File: src/inc/scan_cfg_defs.svh
/*
  Constants of the scan configuration bank: register indices, field
  positions, reset values and settling timing.
  Assumes a 40 MHz clock and a Wishbone bus of 32-bit words.
*/
// Functional notes
// - bit 15 picks unipolar or bipolar statistics population
// - bits 13:0 select cell unipolar/bipolar, default unipolar
// - bipolar cells fault masked in balance-switch diagnostic
// - bipolar cells use bipolar over/under thresholds
// - bipolar cells excluded from comparator scans
// - bits 5:0 pick ratiometric or absolute aux reference
// - aux reference bit also selects threshold set (here it only drives aux_absolute_ref_o, no threshold set)
// - gpio enable overrides reference bit, readback kept
// - two-wire mode overrides aux bits 1:0 too
// - settle time is field times 6 us
// - settle field resets to zero
// - settle interval starts every requested scan
// - auto mode drives thermistor bias from acquisition start
// - charge pump refreshed during idle settle interval
`ifndef SCAN_CFG_DEFS_SVH
`define SCAN_CFG_DEFS_SVH

`define CELL_COUNT          14
`define AUX_COUNT           6
`define SETTLE_WIDTH        10

// register indices; byte address is four times the index
`define IDX_CELL_POLARITY   7'h5f
`define IDX_AUX_REFERENCE   7'h60
`define IDX_AUX_SETTLE      7'h61
`define IDX_AUX_PORT_CFG    7'h70
`define IDX_SCAN_STATUS     7'h71

// field positions
`define POL_MODE_BIT        15
`define POL_CELL_MSB        13
`define AUX_REF_MSB         5
`define SETTLE_MSB          9
`define PORT_GPIO_MSB       5
`define PORT_TWOWIRE_BIT    6
`define PORT_BIAS_LSB       8
`define PORT_BIAS_MSB       9
`define TWOWIRE_PIN_MASK    6'h03

// reset values
`define RST_CELL_POLARITY   16'h0000
`define RST_AUX_REFERENCE   16'h0000
`define RST_AUX_SETTLE      16'h0000
`define RST_AUX_PORT_CFG    16'h0000

// bias modes
`define BIAS_MANUAL_OFF     2'h2
`define BIAS_MANUAL_ON      2'h3

// timing: one settle step
`define SETTLE_STEP_NS      6000
`define CLK_PERIOD_NS       25
`define SETTLE_STEP_CYCLES  ((`SETTLE_STEP_NS + `CLK_PERIOD_NS - 1) / `CLK_PERIOD_NS)

`endif

File: src/inc/scan_cfg_pkg.sv
/*
  Types shared by the scan configuration bank and its submodules.
  Assumes scan_cfg_defs.svh on the include path.
*/
`include "scan_cfg_defs.svh"
package scan_cfg_pkg;
  typedef enum logic [1:0] {ST_IDLE, ST_SETTLE, ST_MEASURE} scan_state_type;

  typedef struct packed {
    logic                    stats_population_mode;
    logic [`CELL_COUNT-1:0]  bipolar;
  } cell_cfg_type;

  typedef struct packed {
    logic [`CELL_COUNT-1:0]  stats_include;
    logic [`CELL_COUNT-1:0]  fault_mask;
    logic [`CELL_COUNT-1:0]  bipolar_threshold;
    logic [`CELL_COUNT-1:0]  comparator_enable;
  } cell_policy_type;
endpackage

File: src/hdl/cell_policy.sv
/*
  Per-cell policy derived from the polarity snapshot of a scan.
  Assumes the snapshot is stable for the whole scan.
*/
`timescale 1ns/100ps
`include "scan_cfg_defs.svh"
module cell_policy
  import scan_cfg_pkg::*;
#(
  parameter int CELLS = `CELL_COUNT
) (
  input  wire logic      clk_i,
  input  wire logic      rst_i,
  input  cell_cfg_type   cfg_i,
  input  wire logic      balance_diag_i,
  output cell_policy_type policy_o
);
  // one flop set per cell channel
  for (genvar c = 0; c < CELLS; c++) begin : g_cell
    always_ff @(posedge clk_i) begin
      if (rst_i) begin
        policy_o.stats_include[c]     <= 1'b0;
        policy_o.fault_mask[c]        <= 1'b0;
        policy_o.bipolar_threshold[c] <= 1'b0;
        policy_o.comparator_enable[c] <= 1'b0;
      end else begin
        policy_o.stats_include[c] <= cfg_i.bipolar[c] == cfg_i.stats_population_mode;
        policy_o.fault_mask[c] <= cfg_i.bipolar[c] & balance_diag_i;
        policy_o.bipolar_threshold[c] <= cfg_i.bipolar[c];
        policy_o.comparator_enable[c] <= ~cfg_i.bipolar[c];
      end
    end
  end
endmodule

File: src/hdl/scan_config_bank.sv
/*
  Scan configuration bank: cell polarity, auxiliary reference and
  settle-time registers behind a classic Wishbone slave, plus the
  scan sequencer that applies them at the start of every scan.
  Assumes the measurement engine gives a one-cycle scan request and a
  one-cycle done pulse, and that all inputs are synchronous to clk_i.
*/
`timescale 1ns/100ps
`include "scan_cfg_defs.svh"
module scan_config_bank
  import scan_cfg_pkg::*;
#(
  parameter int SETTLE_STEP_CYCLES = `SETTLE_STEP_CYCLES
) (
  input  wire logic                   clk_i,
  input  wire logic                   rst_i,
  // classic wishbone slave
  input  wire logic [8:0]             adr_i,
  input  wire logic [31:0]            dat_i,
  input  wire logic [3:0]             sel_i,
  input  wire logic                   we_i,
  input  wire logic                   cyc_i,
  input  wire logic                   stb_i,
  output logic [31:0]                 dat_o,
  output logic                        ack_o,
  // measurement engine side
  input  wire logic                   scan_req_i,
  input  wire logic                   scan_done_i,
  input  wire logic                   balance_diag_scan_i,
  input  wire logic                   other_meas_active_i,
  output logic                        settling_o,
  output logic                        measure_start_o,
  output logic                        charge_pump_refresh_o,
  output logic                        thermistor_bias_pin_o,
  output logic                        stats_population_mode_o,
  output logic [`CELL_COUNT-1:0]      cell_bipolar_o,
  output cell_policy_type             cell_policy_o,
  output logic [`AUX_COUNT-1:0]       aux_absolute_ref_o
);

  // register contents
  logic [15:0]           cell_polarity_select;
  logic [15:0]           aux_reference_select;
  logic [15:0]           aux_settle_time;
  logic [15:0]           aux_port_config;

  // bus decode
  logic                  bus_req;
  logic                  wr_en;
  logic                  rd_en;
  logic [15:0]           next_rd_data;

  // sequencer
  scan_state_type        state;
  logic                  timer_start;
  logic                  timer_busy;
  logic                  timer_done;
  cell_cfg_type          cell_snap;
  logic                  diag_snap;
  logic [`SETTLE_WIDTH-1:0] settle_snap;
  logic [`AUX_COUNT-1:0] next_aux_ref;
  logic                  bias_auto_on;

  // named views of the loose port bits
  logic [`AUX_COUNT-1:0] aux_port_gpio_enable;
  logic                  aux_pins_twowire_enable;
  logic [1:0]            bias_mode;

  // true when the word address selects register idx
  function automatic logic reg_hit(input logic [8:0] adr,
                                   input logic [6:0] idx);
    reg_hit = adr[8:2] == idx;
  endfunction

  // byte-lane merge of the low 16 bits, masked to the writable field
  function automatic logic [15:0] lane_write(input logic [15:0] old,
                                             input logic [31:0] data,
                                             input logic [3:0]  sel,
                                             input logic [15:0] mask);
    logic [15:0] merged;
    merged = old;
    if (sel[0]) begin
      merged[7:0] = data[7:0];
    end
    if (sel[1]) begin
      merged[15:8] = data[15:8];
    end
    lane_write = merged & mask;
  endfunction

  // writable field masks; reserved bits stay zero and read as zero
  localparam logic [15:0] POL_MASK =
    (16'h0001 << `POL_MODE_BIT) | ((16'h0001 << (`POL_CELL_MSB + 1)) - 16'h0001);
  localparam logic [15:0] REF_MASK =
    (16'h0001 << (`AUX_REF_MSB + 1)) - 16'h0001;
  localparam logic [15:0] SETTLE_MASK =
    (16'h0001 << (`SETTLE_MSB + 1)) - 16'h0001;
  localparam logic [15:0] PORT_MASK =
    ((16'h0001 << (`PORT_GPIO_MSB + 1)) - 16'h0001) |
    (16'h0001 << `PORT_TWOWIRE_BIT) |
    (16'h0003 << `PORT_BIAS_LSB);

  assign aux_port_gpio_enable    = aux_port_config[`PORT_GPIO_MSB:0];
  assign aux_pins_twowire_enable = aux_port_config[`PORT_TWOWIRE_BIT];
  assign bias_mode               = aux_port_config[`PORT_BIAS_MSB:`PORT_BIAS_LSB];

  // a request is taken once; ack low in between keeps it single
  assign bus_req = cyc_i & stb_i & ~ack_o;
  // writes land at the ack edge, the one edge at which the master commits
  assign wr_en   = cyc_i & stb_i & we_i & ack_o;
  assign rd_en   = bus_req & ~we_i;

  // ack one cycle after the request, dropped the cycle after
  always_ff @(posedge clk_i) begin
    if (rst_i) begin
      ack_o <= 1'b0;
    end else begin
      ack_o <= bus_req;
    end
  end

  // polarity register, cells unipolar at reset
  always_ff @(posedge clk_i) begin
    if (rst_i) begin
      cell_polarity_select <= `RST_CELL_POLARITY;
    end else if (wr_en && reg_hit(adr_i, `IDX_CELL_POLARITY)) begin
      cell_polarity_select <= lane_write(cell_polarity_select, dat_i, sel_i, POL_MASK);
    end
  end

  always_ff @(posedge clk_i) begin
    if (rst_i) begin
      aux_reference_select <= `RST_AUX_REFERENCE;
    end else if (wr_en && reg_hit(adr_i, `IDX_AUX_REFERENCE)) begin
      aux_reference_select <= lane_write(aux_reference_select, dat_i, sel_i, REF_MASK);
    end
  end

  always_ff @(posedge clk_i) begin
    if (rst_i) begin
      aux_settle_time <= `RST_AUX_SETTLE;
    end else if (wr_en && reg_hit(adr_i, `IDX_AUX_SETTLE)) begin
      aux_settle_time <= lane_write(aux_settle_time, dat_i, sel_i, SETTLE_MASK);
    end
  end

  // port configuration: gpio enables, two-wire mode, bias mode
  always_ff @(posedge clk_i) begin
    if (rst_i) begin
      aux_port_config <= `RST_AUX_PORT_CFG;
    end else if (wr_en && reg_hit(adr_i, `IDX_AUX_PORT_CFG)) begin
      aux_port_config <= lane_write(aux_port_config, dat_i, sel_i, PORT_MASK);
    end
  end

  // read mux; unmapped words answer zero so the bus never hangs
  always_comb begin
    next_rd_data = 16'h0000;
    if (reg_hit(adr_i, `IDX_CELL_POLARITY)) begin
      next_rd_data = cell_polarity_select;
    end else if (reg_hit(adr_i, `IDX_AUX_REFERENCE)) begin
      next_rd_data = aux_reference_select;
    end else if (reg_hit(adr_i, `IDX_AUX_SETTLE)) begin
      next_rd_data = aux_settle_time;
    end else if (reg_hit(adr_i, `IDX_AUX_PORT_CFG)) begin
      next_rd_data = aux_port_config;
    end else if (reg_hit(adr_i, `IDX_SCAN_STATUS)) begin
      next_rd_data = {12'h000, charge_pump_refresh_o, thermistor_bias_pin_o,
                      state == ST_MEASURE, state == ST_SETTLE};
    end
  end

  // read data registered with the ack; upper half always zero
  always_ff @(posedge clk_i) begin
    if (rst_i) begin
      dat_o <= 32'h0000_0000;
    end else if (rd_en) begin
      dat_o <= {16'h0000, next_rd_data};
    end
  end

  // effective aux reference with overrides applied
  always_comb begin
    next_aux_ref = aux_reference_select[`AUX_REF_MSB:0] & ~aux_port_gpio_enable;
    if (aux_pins_twowire_enable) begin
      next_aux_ref = next_aux_ref & ~`TWOWIRE_PIN_MASK;
    end
  end

  // a scan request seen in idle starts a settle
  assign timer_start = (state == ST_IDLE) & scan_req_i;

  // scan sequencer; requests during a scan are dropped
  always_ff @(posedge clk_i) begin
    if (rst_i) begin
      state <= ST_IDLE;
    end else begin
      case (state)
        ST_IDLE: begin
          if (scan_req_i) begin
            state <= ST_SETTLE;
          end
        end
        ST_SETTLE: begin
          if (timer_done) begin
            state <= ST_MEASURE;
          end
        end
        ST_MEASURE: begin
          if (scan_done_i) begin
            state <= ST_IDLE;
          end
        end
        default: begin
          state <= ST_IDLE;
        end
      endcase
    end
  end

  always_ff @(posedge clk_i) begin
    if (rst_i) begin
      cell_snap   <= '0;
      diag_snap   <= 1'b0;
      settle_snap <= '0;
    end else if (timer_start) begin
      cell_snap.stats_population_mode <= cell_polarity_select[`POL_MODE_BIT];
      cell_snap.bipolar     <= cell_polarity_select[`POL_CELL_MSB:0];
      diag_snap             <= balance_diag_scan_i;
      settle_snap           <= aux_settle_time[`SETTLE_MSB:0];
    end
  end

  always_ff @(posedge clk_i) begin
    if (rst_i) begin
      aux_absolute_ref_o <= '0;
    end else if (timer_start) begin
      aux_absolute_ref_o <= next_aux_ref;
    end
  end

  // the snapshot straight out, one flop stage
  always_ff @(posedge clk_i) begin
    if (rst_i) begin
      stats_population_mode_o <= 1'b0;
      cell_bipolar_o          <= '0;
    end else begin
      stats_population_mode_o <= cell_snap.stats_population_mode;
      cell_bipolar_o          <= cell_snap.bipolar;
    end
  end

  settle_timer #(
    .STEP_CYCLES (SETTLE_STEP_CYCLES)
  ) u_settle (
    .clk_i   (clk_i),
    .rst_i   (rst_i),
    .start_i (timer_start),
    .count_i (aux_settle_time[`SETTLE_MSB:0]),
    .busy_o  (timer_busy),
    .done_o  (timer_done)
  );

  // per-cell policy from the frozen polarity
  cell_policy #(
    .CELLS (`CELL_COUNT)
  ) u_policy (
    .clk_i          (clk_i),
    .rst_i          (rst_i),
    .cfg_i          (cell_snap),
    .balance_diag_i (diag_snap),
    .policy_o       (cell_policy_o)
  );

  // sequencer strobes toward the engine
  always_ff @(posedge clk_i) begin
    if (rst_i) begin
      settling_o      <= 1'b0;
      measure_start_o <= 1'b0;
    end else begin
      settling_o      <= timer_busy;
      measure_start_o <= (state == ST_SETTLE) & timer_done;
    end
  end

  always_ff @(posedge clk_i) begin
    if (rst_i) begin
      charge_pump_refresh_o <= 1'b0;
    end else begin
      charge_pump_refresh_o <= timer_busy & ~other_meas_active_i;
    end
  end

  assign bias_auto_on = (state != ST_IDLE);

  // manual modes override; auto keeps the pin quiet between scans
  always_ff @(posedge clk_i) begin
    if (rst_i) begin
      thermistor_bias_pin_o <= 1'b0;
    end else begin
      case (bias_mode)
        `BIAS_MANUAL_OFF: thermistor_bias_pin_o <= 1'b0;
        `BIAS_MANUAL_ON:  thermistor_bias_pin_o <= 1'b1;
        default:          thermistor_bias_pin_o <= bias_auto_on;
      endcase
    end
  end

endmodule

File: src/hdl/settle_timer.sv
/*
  Counts the auxiliary settling interval in steps of a fixed length.
  Assumes start_i is a one-cycle pulse given while not busy.
*/
`timescale 1ns/100ps
`include "scan_cfg_defs.svh"
module settle_timer #(
  parameter int STEP_CYCLES = `SETTLE_STEP_CYCLES
) (
  input  wire logic                     clk_i,
  input  wire logic                     rst_i,
  input  wire logic                     start_i,
  input  wire logic [`SETTLE_WIDTH-1:0] count_i,
  output logic                          busy_o,
  output logic                          done_o
);
  localparam int SW = (STEP_CYCLES > 1) ? $clog2(STEP_CYCLES) : 1;
  logic [SW-1:0]            step;
  logic [`SETTLE_WIDTH-1:0] remaining;

  always_ff @(posedge clk_i) begin
    done_o <= 1'b0;
    if (rst_i) begin
      busy_o    <= 1'b0;
      step      <= '0;
      remaining <= '0;
    end else if (start_i) begin
      busy_o    <= 1'b1;
      step      <= '0;
      remaining <= count_i;
    end else if (busy_o) begin
      if (remaining == '0) begin
        busy_o <= 1'b0;
        done_o <= 1'b1;
      end else if (step == SW'(STEP_CYCLES - 1)) begin
        step      <= '0;
        remaining <= remaining - 1'b1;
      end else begin
        step <= step + 1'b1;
      end
    end
  end
endmodule

File: config.mk
export PLATFORM = sky130hd
export DESIGN_NAME = scan_config_bank
export DESIGN_NICKNAME = d
export VERILOG_FILES = /design/src/inc/scan_cfg_pkg.sv /design/src/hdl/cell_policy.sv /design/src/hdl/scan_config_bank.sv /design/src/hdl/settle_timer.sv
export VERILOG_INCLUDE_DIRS = /design/src /design/src/inc
export SDC_FILE = /design/constraint.sdc
export NUM_CORES = 1
export LEC_CHECK = 0
export BUFFER_PORTS_ARGS = -buffer_cell sky130_fd_sc_hd__buf_4
export CAP_MARGIN = 10
export CORE_MARGIN = 1.5
export CORE_UTILIZATION = 45
export CTS_CLUSTER_DIAMETER = 200
export CTS_CLUSTER_SIZE = 24
export DETAILED_ROUTE_END_ITERATION = 16
export PLACE_DENSITY = 0.73
export SETUP_SLACK_MARGIN = 0.05
export SLEW_MARGIN = 10
export SYNTH_ARGS = -nofsm -noshare
export SYNTH_HDL_FRONTEND = slang
export SYNTH_SLANG_ARGS = --single-unit
File: constraint.sdc
create_clock -name clk_i -period 2.05 [get_ports clk_i]
set_input_delay 0.205 -clock clk_i [delete_from_list [all_inputs] [get_ports clk_i]]
set_output_delay 0.205 -clock clk_i [all_outputs]
set_load 0.02 [all_outputs]
==> results of run 1 <==
-- final cells by class --
| class | count | area share [%] |
|---|---|---|
| Timing Repair Buffer | 153 | 14.42 |
| Tap cell | 180 | 2.820 |
| Sequential cell | 161 | 40.38 |
| Clock buffer | 20 | 5.719 |
| Multi-Input combinational cell | 466 | 34.61 |
| Inverter | 11 | 0.5171 |
| Clock inverter | 12 | 1.536 |
-- power breakdown --
part	leakage (nW)	switching (W)	internal (W)
Combinational	1.70	0.000340	0.000191
Clock	0.280	0.00131	0.00176
Sequential	1.31	0.0000422	0.00319
-- stage by stage --
stage / hold WS, ns / instances / total power, W / setup slack, ns / util [%]
finish: 0.02309 / 1003 / 0.006836 / 0.1471 / 57.75
global route: 0.01623 / 1003 / 0.007054 / 0.04654 / 57.75
CTS: 0.01031 / 1003 / 0.006862 / 0.05649 / 57.55
detailed placement: 0.3662 / 970 / 0.003818 / 0.09647 / 53.29
global placement: 0.3623 / 970 / 0.003813 / 0.1300 / 53.29
floorplan: 0.2774 / 712 / 0.003633 / 0.1532 / -
-- path summary, 6_finish.rpt --
kind,endpoint,startpoint,cells past startpoint
setup / recovery,u_settle.remaining[8],u_settle.remaining[3],4
hold reg to reg,aux_absolute_ref_o[3],aux_absolute_ref_o[3],2
setup reg to reg,u_settle.remaining[8],u_settle.remaining[3],4
hold / removal,cell_polarity_select[11],dat_i[11],3
-- worst reg2reg max path, cell delays in order, from the launching register on --
cell	delay (ns)
dfxtp_2	0.35
or4_4	0.62
o311a_4	0.42
a211oi_1	0.30
nor4_2	0.09
-- registers in the layout, indices dropped and copies added (netlist names), 8 cells and up --
signal / count
u_policy.policy_o: 42
cell_polarity_select: 15
cell_snap: 15
dat_o: 15
cell_bipolar_o: 14
aux_settle_time: 10
u_settle.remaining: 10
aux_port_config: 9
u_settle.step: 8
-- kinds of logic (layout without fill, tap and decap cells) --
family                   after synthesis  after routing  synth area share [%]
AO/OA/AOI/OAI                        138            138                 13.66
XOR/XNOR                              18             18                 2.484
other                                  1             17               0.05909
adder cells (fa/ha/maj)                2              2                0.3943
multiplexers                          21             21                 3.549
buffers and inverters                 85            196                 7.098
AND/OR/NAND/NOR                      270            270                 21.96
flip-flops                           161            161                 50.79
-- metal layers --
layer  routed length, um  part of all wire, %  GRT usage, %
met5                   0                    0             0
met4                 416                  2.7         9.632
met3                 958                  6.1         4.494
met2                7275                   46         33.95
met1                7000                   45         27.99
-- cell usage after synthesis, drive strengths merged (2+ instances only) --
cell type  count
dfxtp        161
nor2          65
a21oi         61
nand2         54
nand3         40
clkbuf        39
o21ai         36
buf           35
nor3          27
nor2b         21
mux2i         18
xor2          16
and2          14
inv           11
nor4           9
a221oi         8
nand4          7
or4            7
and4           5
nand3b         5
o31ai          5
or3            5
a311oi         4
a211oi         3
a22o           3
a31oi          3
o2111ai        3
a22oi          2
a2bb2oi        2
ha             2
mux2           2
nand2b         2
xnor2          2
-- repair_timing --
| item | CTS | global route |
|---|---|---|
| setup endpoints to repair | 0 | 10 |
| hold buffers | 1 | 0 |
| endpoints found under the hold margin | 1 | 0 |
| gates resized for setup | 0 | 5 |
==> flow_summary.toml, run 1 <==
[synthesis]
ys.warnings.count = 0
synth_area_leaders = "dfxtp_1, a21oi_1, nor2_1"
synth_seq_cells = 161
synth_edf_count = 0
synth_top_cell_by_area = "dfxtp_1"
yosys.cell_types.count = 58
syn_area_mm2 = 0.006346
postSynth.asyncResetShare_pct = 0
synth_top_flop_cell = "dfxtp_1"
synthCells = 696
avgSynthCellArea_um2 = 9.118
ys_seq_area_share_pct = 50.79
synth_top_area_share_pct = 50.79

[clock_network]
cts_sinks = 161
cts-root-buf = "clkbuf_16"
cts_tree = "built"
cts_made_buffers = 17
cts_buffer_depth = 2
path_clk_slew_ns = 0.06
post_cts_buffers = 0
cts_max_level = 4
clk_latency_ns = 0.42

[floorplanning]
dieArea_mm2 = 0.01482
pin_count = 168
start_util_pct = 45.90
placementRows = 43
coreArea_mm2 = 0.01383
die_x_um = 121.8
dieHeight_um = 121.8

[critical_path]
cp-end-kind = "register"
path_delay_family = "compound AO/OA/AOI/OAI gates"
cp.arrival_ns = 2.19
worstPathRequired_ns = 2.34
reg2reg_slack_ns = 0.15
critPathBufInv = 0
worst_setup_path_start_kind = "register"
critPathMaxStageDelay_ns = 0.62
cpMaxStageDelayCell = "or4_4"
cp_max_fo = 8
path_cells = "or4_4 -> o311a_4 -> a211oi_1 -> nor4_2"
critical_path_class = "reg2reg"

[timing]
tns_ns = 0
min_period_ns = 1.903
tightest_slew_ns = 0.8332
finalMaxSlewViolations = 0
maxSlewHeadroom_pct = 44.34
setup_viol = 0
clock.fmax_ghz = 0.5255
clock_skew_ns = 0.008899
hold_violations = 0
rsz0062_at_grt = "yes"
period_share_pct = 92.82

[placement]
placed_area_mm2 = 0.007368
numPortBuffers = 129
dp_hpwl_um = 10810
place_congestion = 0.8936

[layout]
drive_above_1_share_pct = 24.06
fill_cells = 1277
regArea_mm2 = 0.003224
syn_to_final_growth_pct = 25.83
final_cell_mix = "dfxtp_1, buf_4, nor2_1"
multi_input_area_mm2 = 0.002764
nNetsFinal = 866
layout_commonest_cell = "dfxtp_1"
design_area_mm2 = 0.007985
num_antenna_cells = 0

[outcome]
outcome = "finished, final reports clean"

[grt]
grt_pass1_wl_um = 24720
gr-total-overflow = 0
grt_usage_pct = 21.38
antenna_found_initial = 0
grt_max_degree = 57
grt_pass1_vias = 4887

[power]
power_leakage_nw = 3.290
peakVddDrop_uv = 597.2
p_per_area_mw_per_mm2 = 856.1

[routing]
avgRoutedWirePerCell_um = 15.60
drc_errors = 0
ant_nets = 0
via_count = 5390
first_iter_violations = 352
totalWireLength_um = 15650
dr.pass1.iters = 5
viasPerCell = 5.374

[worst_hold_path]
min_path_type = "in2reg"

[run]
drv_cap = 0
(Power assumes the default switching activity.)
==> run 2: changes to the inputs <==
--- a/config.mk
+++ b/config.mk
@@ -10,10 +10,11 @@
 export CAP_MARGIN = 10
 export CORE_MARGIN = 1.5
 export CORE_UTILIZATION = 45
+export CTS_BUF_LIST = sky130_fd_sc_hd__clkbuf_8
 export CTS_CLUSTER_DIAMETER = 200
 export CTS_CLUSTER_SIZE = 24
 export DETAILED_ROUTE_END_ITERATION = 16
-export PLACE_DENSITY = 0.73
+export PLACE_DENSITY = 0.7
 export SETUP_SLACK_MARGIN = 0.05
 export SLEW_MARGIN = 10
 export SYNTH_ARGS = -nofsm -noshare
==> constraint.sdc (replaced) <==
create_clock -name clk_i -period 2 [get_ports clk_i]
set_input_delay 0.2 -clock clk_i [delete_from_list [all_inputs] [get_ports clk_i]]
set_output_delay 0.2 -clock clk_i [all_outputs]
set_load 0.02 [all_outputs]
==> run 2 against run 1 <==
Against the previous run:
- register-to-register slack hardly changed
- die area is the same
- combinational power is 9.6% higher
- setup slack gained 0.011 ns
- global-route usage grew 0.99 points
- flip-flop and latch count did not move
- cell area shrank 0.56%
- largest cell class unchanged
==> flow_summary.toml, run 2 (synthesized netlist as in run 1, its figures left out) <==
[critical_path]
critPathBufInv = 0
critical_path_class = "reg2reg"
path_delay_family = "simple AND/OR/NAND/NOR gates"
critPathMaxStageDelay_ns = 0.57
cp.arrival_ns = 2.22
cp-end-kind = "register"
worstPathRequired_ns = 2.37
cpMaxStageDelayCell = "or4_4"
cp_max_fo = 7
worst_setup_path_start_kind = "register"
path_cells = "or4_4 -> o311a_4 -> and4_1 -> nor4_2"

[placement]
place_congestion = 0.8867
dp_hpwl_um = 11630
numPortBuffers = 129
dp_worst_setup_slack_ns = 0.05787
placed_area_mm2 = 0.007426

[routing]
drc_errors = 0
ant_nets = 0
via_count = 5437
totalWireLength_um = 16260
dr.pass1.iters = 5
viasPerCell = 5.336
avgRoutedWirePerCell_um = 15.96
first_iter_violations = 392

[clock_network]
cts_made_buffers = 17
cts_buffer_depth = 2
cts-root-buf = "clkbuf_8"
cts_sinks = 161
clk_latency_ns = 0.46
cts_max_level = 4
cts_tree = "built"
path_clk_slew_ns = 0.09

[floorplanning]
dieArea_mm2 = 0.01482
coreArea_mm2 = 0.01383
pin_count = 168
start_util_pct = 45.90
dieHeight_um = 121.8
die_x_um = 121.8
placementRows = 43

[timing]
finalMaxSlewViolations = 0
fin_ws_ns = 0.1581
setup_viol = 0
min_period_ns = 1.842
tightest_slew_ns = 0.7989
hold_violations = 0
clock.fmax_ghz = 0.5429
period_share_pct = 92.10
rsz0062_at_grt = "no"
maxSlewHeadroom_pct = 46.63
clock_skew_ns = 0.01150
tns_ns = 0

[grt]
antenna_found_initial = 0
grt_max_degree = 57
grt_pass1_wl_um = 25780
grt_usage_pct = 22.37
grt_pass1_vias = 5153
gr-total-overflow = 0

[power]
p_per_area_mw_per_mm2 = 774.6
power_leakage_nw = 3.279
power_w = 0.006150
peakVddDrop_uv = 418.9

[layout]
design_area_mm2 = 0.007940
drive_above_1_share_pct = 24.20
largest_reg_flops = 42
nNetsFinal = 882
fill_cells = 1254
num_antenna_cells = 0
syn_to_final_growth_pct = 25.12
final_cell_mix = "dfxtp_1, buf_4, nor2_1"
layout_commonest_cell = "dfxtp_1"
fin_util_pct = 57.42

[worst_hold_path]
min_path_type = "in2reg"

[run]
drv_cap = 0

[outcome]
outcome = "finished, final reports clean"
## run 2: worst register-to-register path, delay by kind of cell (launching register included)
| family | cells | cell delay, ns |
|---|---|---|
| AO/OA/AOI/OAI | 1 | 0.42 |
| AND/OR/NAND/NOR | 3 | 0.98 |
| flip-flops | 1 | 0.36 |
## run 2: power by group
group | switching [W] | internal, W | total [W]
Combinational | 0.000366 | 0.000218 | 0.000583
Clock | 0.00123 | 0.00103 | 0.00227
Sequential | 0.0000356 | 0.00326 | 0.00330
Total | 0.00164 | 0.00451 | 0.00615
## run 2: layout make-up
type / instances / area, um2 / share of cell area, %
clock buffer: 18 / 247.7 / 3.120
clock inverter: 14 / 130.1 / 1.639
inverter: 11 / 41.29 / 0.5200
multi-input combinational: 466 / 2764 / 34.81
sequential: 161 / 3223 / 40.59
tap: 180 / 225.2 / 2.836
timing repair buffer: 169 / 1309 / 16.48
## run 2: per-layer routing
layer  wire (um)  global-route usage (%)  vias to the layer above
met5           0                       0                        -
met4         347                   9.485                        0
met3        1056                   4.728                       32
met2        7677                   36.06                      216
met1        7181                   29.04                     2547
li1            -                       -                     2642
## run 2: repair_timing
item	in CTS	in global routing
endpoints found under the setup margin	0	13
hold endpoints to repair	12	0
hold buffers	11	0
setup buffers	0	0
gates resized for setup	0	5
## run 2: stage by stage
step	hold WS (ns)	cells
finish	0.02470	1019
CTS	0.004919	1019
global route	0.02300	1019
detailed placement	0.3638	976
global placement	0.3579	976
floorplan	0.2724	712
## run 2: final timing paths
| path | start | depth (start not counted) | endpoint | slack [ns] |
|---|---|---|---|---|
| hold reg to reg | dat_o[13] | 2 | dat_o[13] | 0.46 |
| setup / recovery | u_settle.remaining[4] | 4 | u_settle.remaining[5] | 0.16 |
| hold / removal | cyc_i | 3 | ack_o | 0.02 |
| setup reg to reg | u_settle.remaining[4] | 4 | u_settle.remaining[5] | 0.16 |
==> run 3: changes to the inputs <==
--- a/config.mk
+++ b/config.mk
@@ -8,12 +8,13 @@
 export LEC_CHECK = 0
 export BUFFER_PORTS_ARGS = -buffer_cell sky130_fd_sc_hd__buf_4
 export CAP_MARGIN = 10
-export CORE_MARGIN = 1.5
+export CORE_MARGIN = 4
 export CORE_UTILIZATION = 45
 export CTS_BUF_LIST = sky130_fd_sc_hd__clkbuf_8
 export CTS_CLUSTER_DIAMETER = 200
 export CTS_CLUSTER_SIZE = 24
 export DETAILED_ROUTE_END_ITERATION = 16
+export MAX_ROUTING_LAYER = met4
 export PLACE_DENSITY = 0.7
 export SETUP_SLACK_MARGIN = 0.05
 export SLEW_MARGIN = 10
==> run 3 against run 2 <==
Against the previous run:
- cell count fell by 0.49%
- cell area down 0.30%
- register-to-register slack about the same
- die area rose by 8.4%
- sequential share of layout area is 0.14 points higher
- setup slack got worse by 0.0066 ns
- non-clock buffer count decreased by 5
- global-route usage shrank 0.85 points
- wire length grew 3.9%
- via count is 0.11% lower
- sequential power about the same
- first-iteration DRC count rose by 16%
- critical endpoint unchanged
- largest power group unchanged
==> flow_summary.toml, run 3 (synthesized netlist as in run 1, its figures left out) <==
[floorplanning]
die_x_um = 126.8
pin_count = 168
dieHeight_um = 126.8
start_util_pct = 45.90
dieArea_mm2 = 0.01607
placementRows = 43
coreArea_mm2 = 0.01383

[routing]
via_count = 5431
viasPerCell = 5.356
totalWireLength_um = 16890
ant_nets = 0
dr.pass1.iters = 5
avgRoutedWirePerCell_um = 16.66
drc_errors = 0
first_iter_violations = 455

[grt]
antenna_found_initial = 0
grt_usage_pct = 21.52
grt_max_degree = 101
grt_pass1_wl_um = 27230
gr-total-overflow = 0
grt_pass1_vias = 5428

[run]
drv_cap = 0

[power]
power_w = 0.006283
power_leakage_nw = 3.273
peakVddDrop_uv = 477.5
p_per_area_mw_per_mm2 = 793.7

[clock_network]
clk_latency_ns = 0.46
cts_max_level = 4
cts-root-buf = "clkbuf_8"
cts_sinks = 161
cts_made_buffers = 17
cts_tree = "built"
path_clk_slew_ns = 0.09
cts_buffer_depth = 2
post_cts_buffers = 0

[critical_path]
worstReg2RegEnd = "u_settle.remaining[5]"
cpMaxStageDelayCell = "or4_4"
worstPathRequired_ns = 2.36
reg2reg_slack_ns = 0.15
cp_max_fo = 7
worst_setup_path_start_kind = "register"
cp-end-kind = "register"
path_delay_family = "simple AND/OR/NAND/NOR gates"
critPathBufInv = 0
cp.arrival_ns = 2.21
timing.rr.start = "u_settle.remaining[2]"
reg2regPathDepth = 4
critPathMaxStageDelay_ns = 0.61
critical_path_class = "reg2reg"
path_cells = "or4_4 -> o311a_4 -> and4_1 -> nor4_1"

[layout]
fill_cells = 1217
nNetsFinal = 877
largest_reg_flops = 42
final_cell_mix = "dfxtp_1, buf_4, nor2_1"
drive_above_1_share_pct = 23.98
syn_to_final_growth_pct = 24.74
num_antenna_cells = 0
layout_commonest_cell = "dfxtp_1"

[placement]
numPortBuffers = 129
dp_hpwl_um = 12040
place_congestion = 0.9002

[worst_hold_path]
hold_end = "aux_port_config[6]"
holdPathStages = 3
min_from = "dat_i[6]"
min_path_type = "in2reg"

[timing]
whs_ns = 0.02355
tns_ns = 0
period_share_pct = 92.43
clock.fmax_ghz = 0.5410
maxSlewHeadroom_pct = 49.03
setup_viol = 0
finalMaxSlewViolations = 0
clock_skew_ns = 0.01131
tightest_slew_ns = 0.7629
min_period_ns = 1.849
hold_violations = 0
rsz0062_at_grt = "no"

[outcome]
outcome = "finished, final reports clean"
-- run 3: cell count changes in the layout (fill, tap and decap cells not counted), sizes merged --
| cell | before | now |
|---|---|---|
| dlygate4sd3 | 11 | 8 |
| clkinvlp | 2 | 1 |
| bufinv | 1 | 2 |
| buf | 158 | 156 |
-- run 3: metrics by stage --
stage	instance area, um2	std cells	utilization [%]	setup slack, ns
floorplan	6406	712	-	0.1032
finish	7916	1014	57.25	0.1514
global route	7916	1014	57.25	0.06160
CTS	7899	1014	57.13	0.1376
global placement	7411	974	53.60	0.08315
detailed placement	7411	974	53.60	0.05997
-- run 3: routing by layer --
layer  part of all wire, %  global-route usage (%)  up-vias
met5                     0                       -        -
met4                   1.7                   6.877        0
met3                   7.9                   5.389       30
met2                    47                   34.40      223
met1                    43                   26.85     2534
li1                      -                       -     2644
-- run 3: cell type report --
type	instances	area (um2)	area share, %
flip-flops and latches	161	3224	40.73
clock buffers	18	247.7	3.129
clock inverters	14	156.4	1.976
well taps	180	225.2	2.845
inverters	11	41.29	0.5216
repair buffers	164	1264	15.96
multi-input cells	466	2758	34.83
-- run 3: how the worst max path moves through the flow --
stage | startpoint | cells after the start | to
5_1_grt | u_settle.remaining[1] | 7 | u_settle.step[6]
4_1_cts | u_settle.remaining[2] | 4 | u_settle.step[5]
3_3_place_gp | u_settle.remaining[6] | 4 | u_settle.step[3]
6_report | u_settle.remaining[2] | 4 | u_settle.remaining[5]
3_5_place_dp | u_settle.remaining[6] | 4 | u_settle.step[5]
2_1_floorplan | u_settle.remaining[2] | 6 | u_settle.remaining[8]
-- run 3: power breakdown --
group	internal [W]	switching, W	leakage [nW]
clock network	0.00116	0.00124	0.209
registers	0.00326	0.0000361	1.31
logic	0.000215	0.000363	1.75
-- run 3: repair_timing --
action,4_1_cts,5_1_grt
hold buffers,8,0
resized for setup,1,4
endpoints found under the hold margin,8,0
endpoints found under the setup margin,1,4
-- run 3: tightest hold or removal path, cell delays in order --
cell and delay (ns):
buf_4 0.13, nand3_1 0.06, a21oi_1 0.05
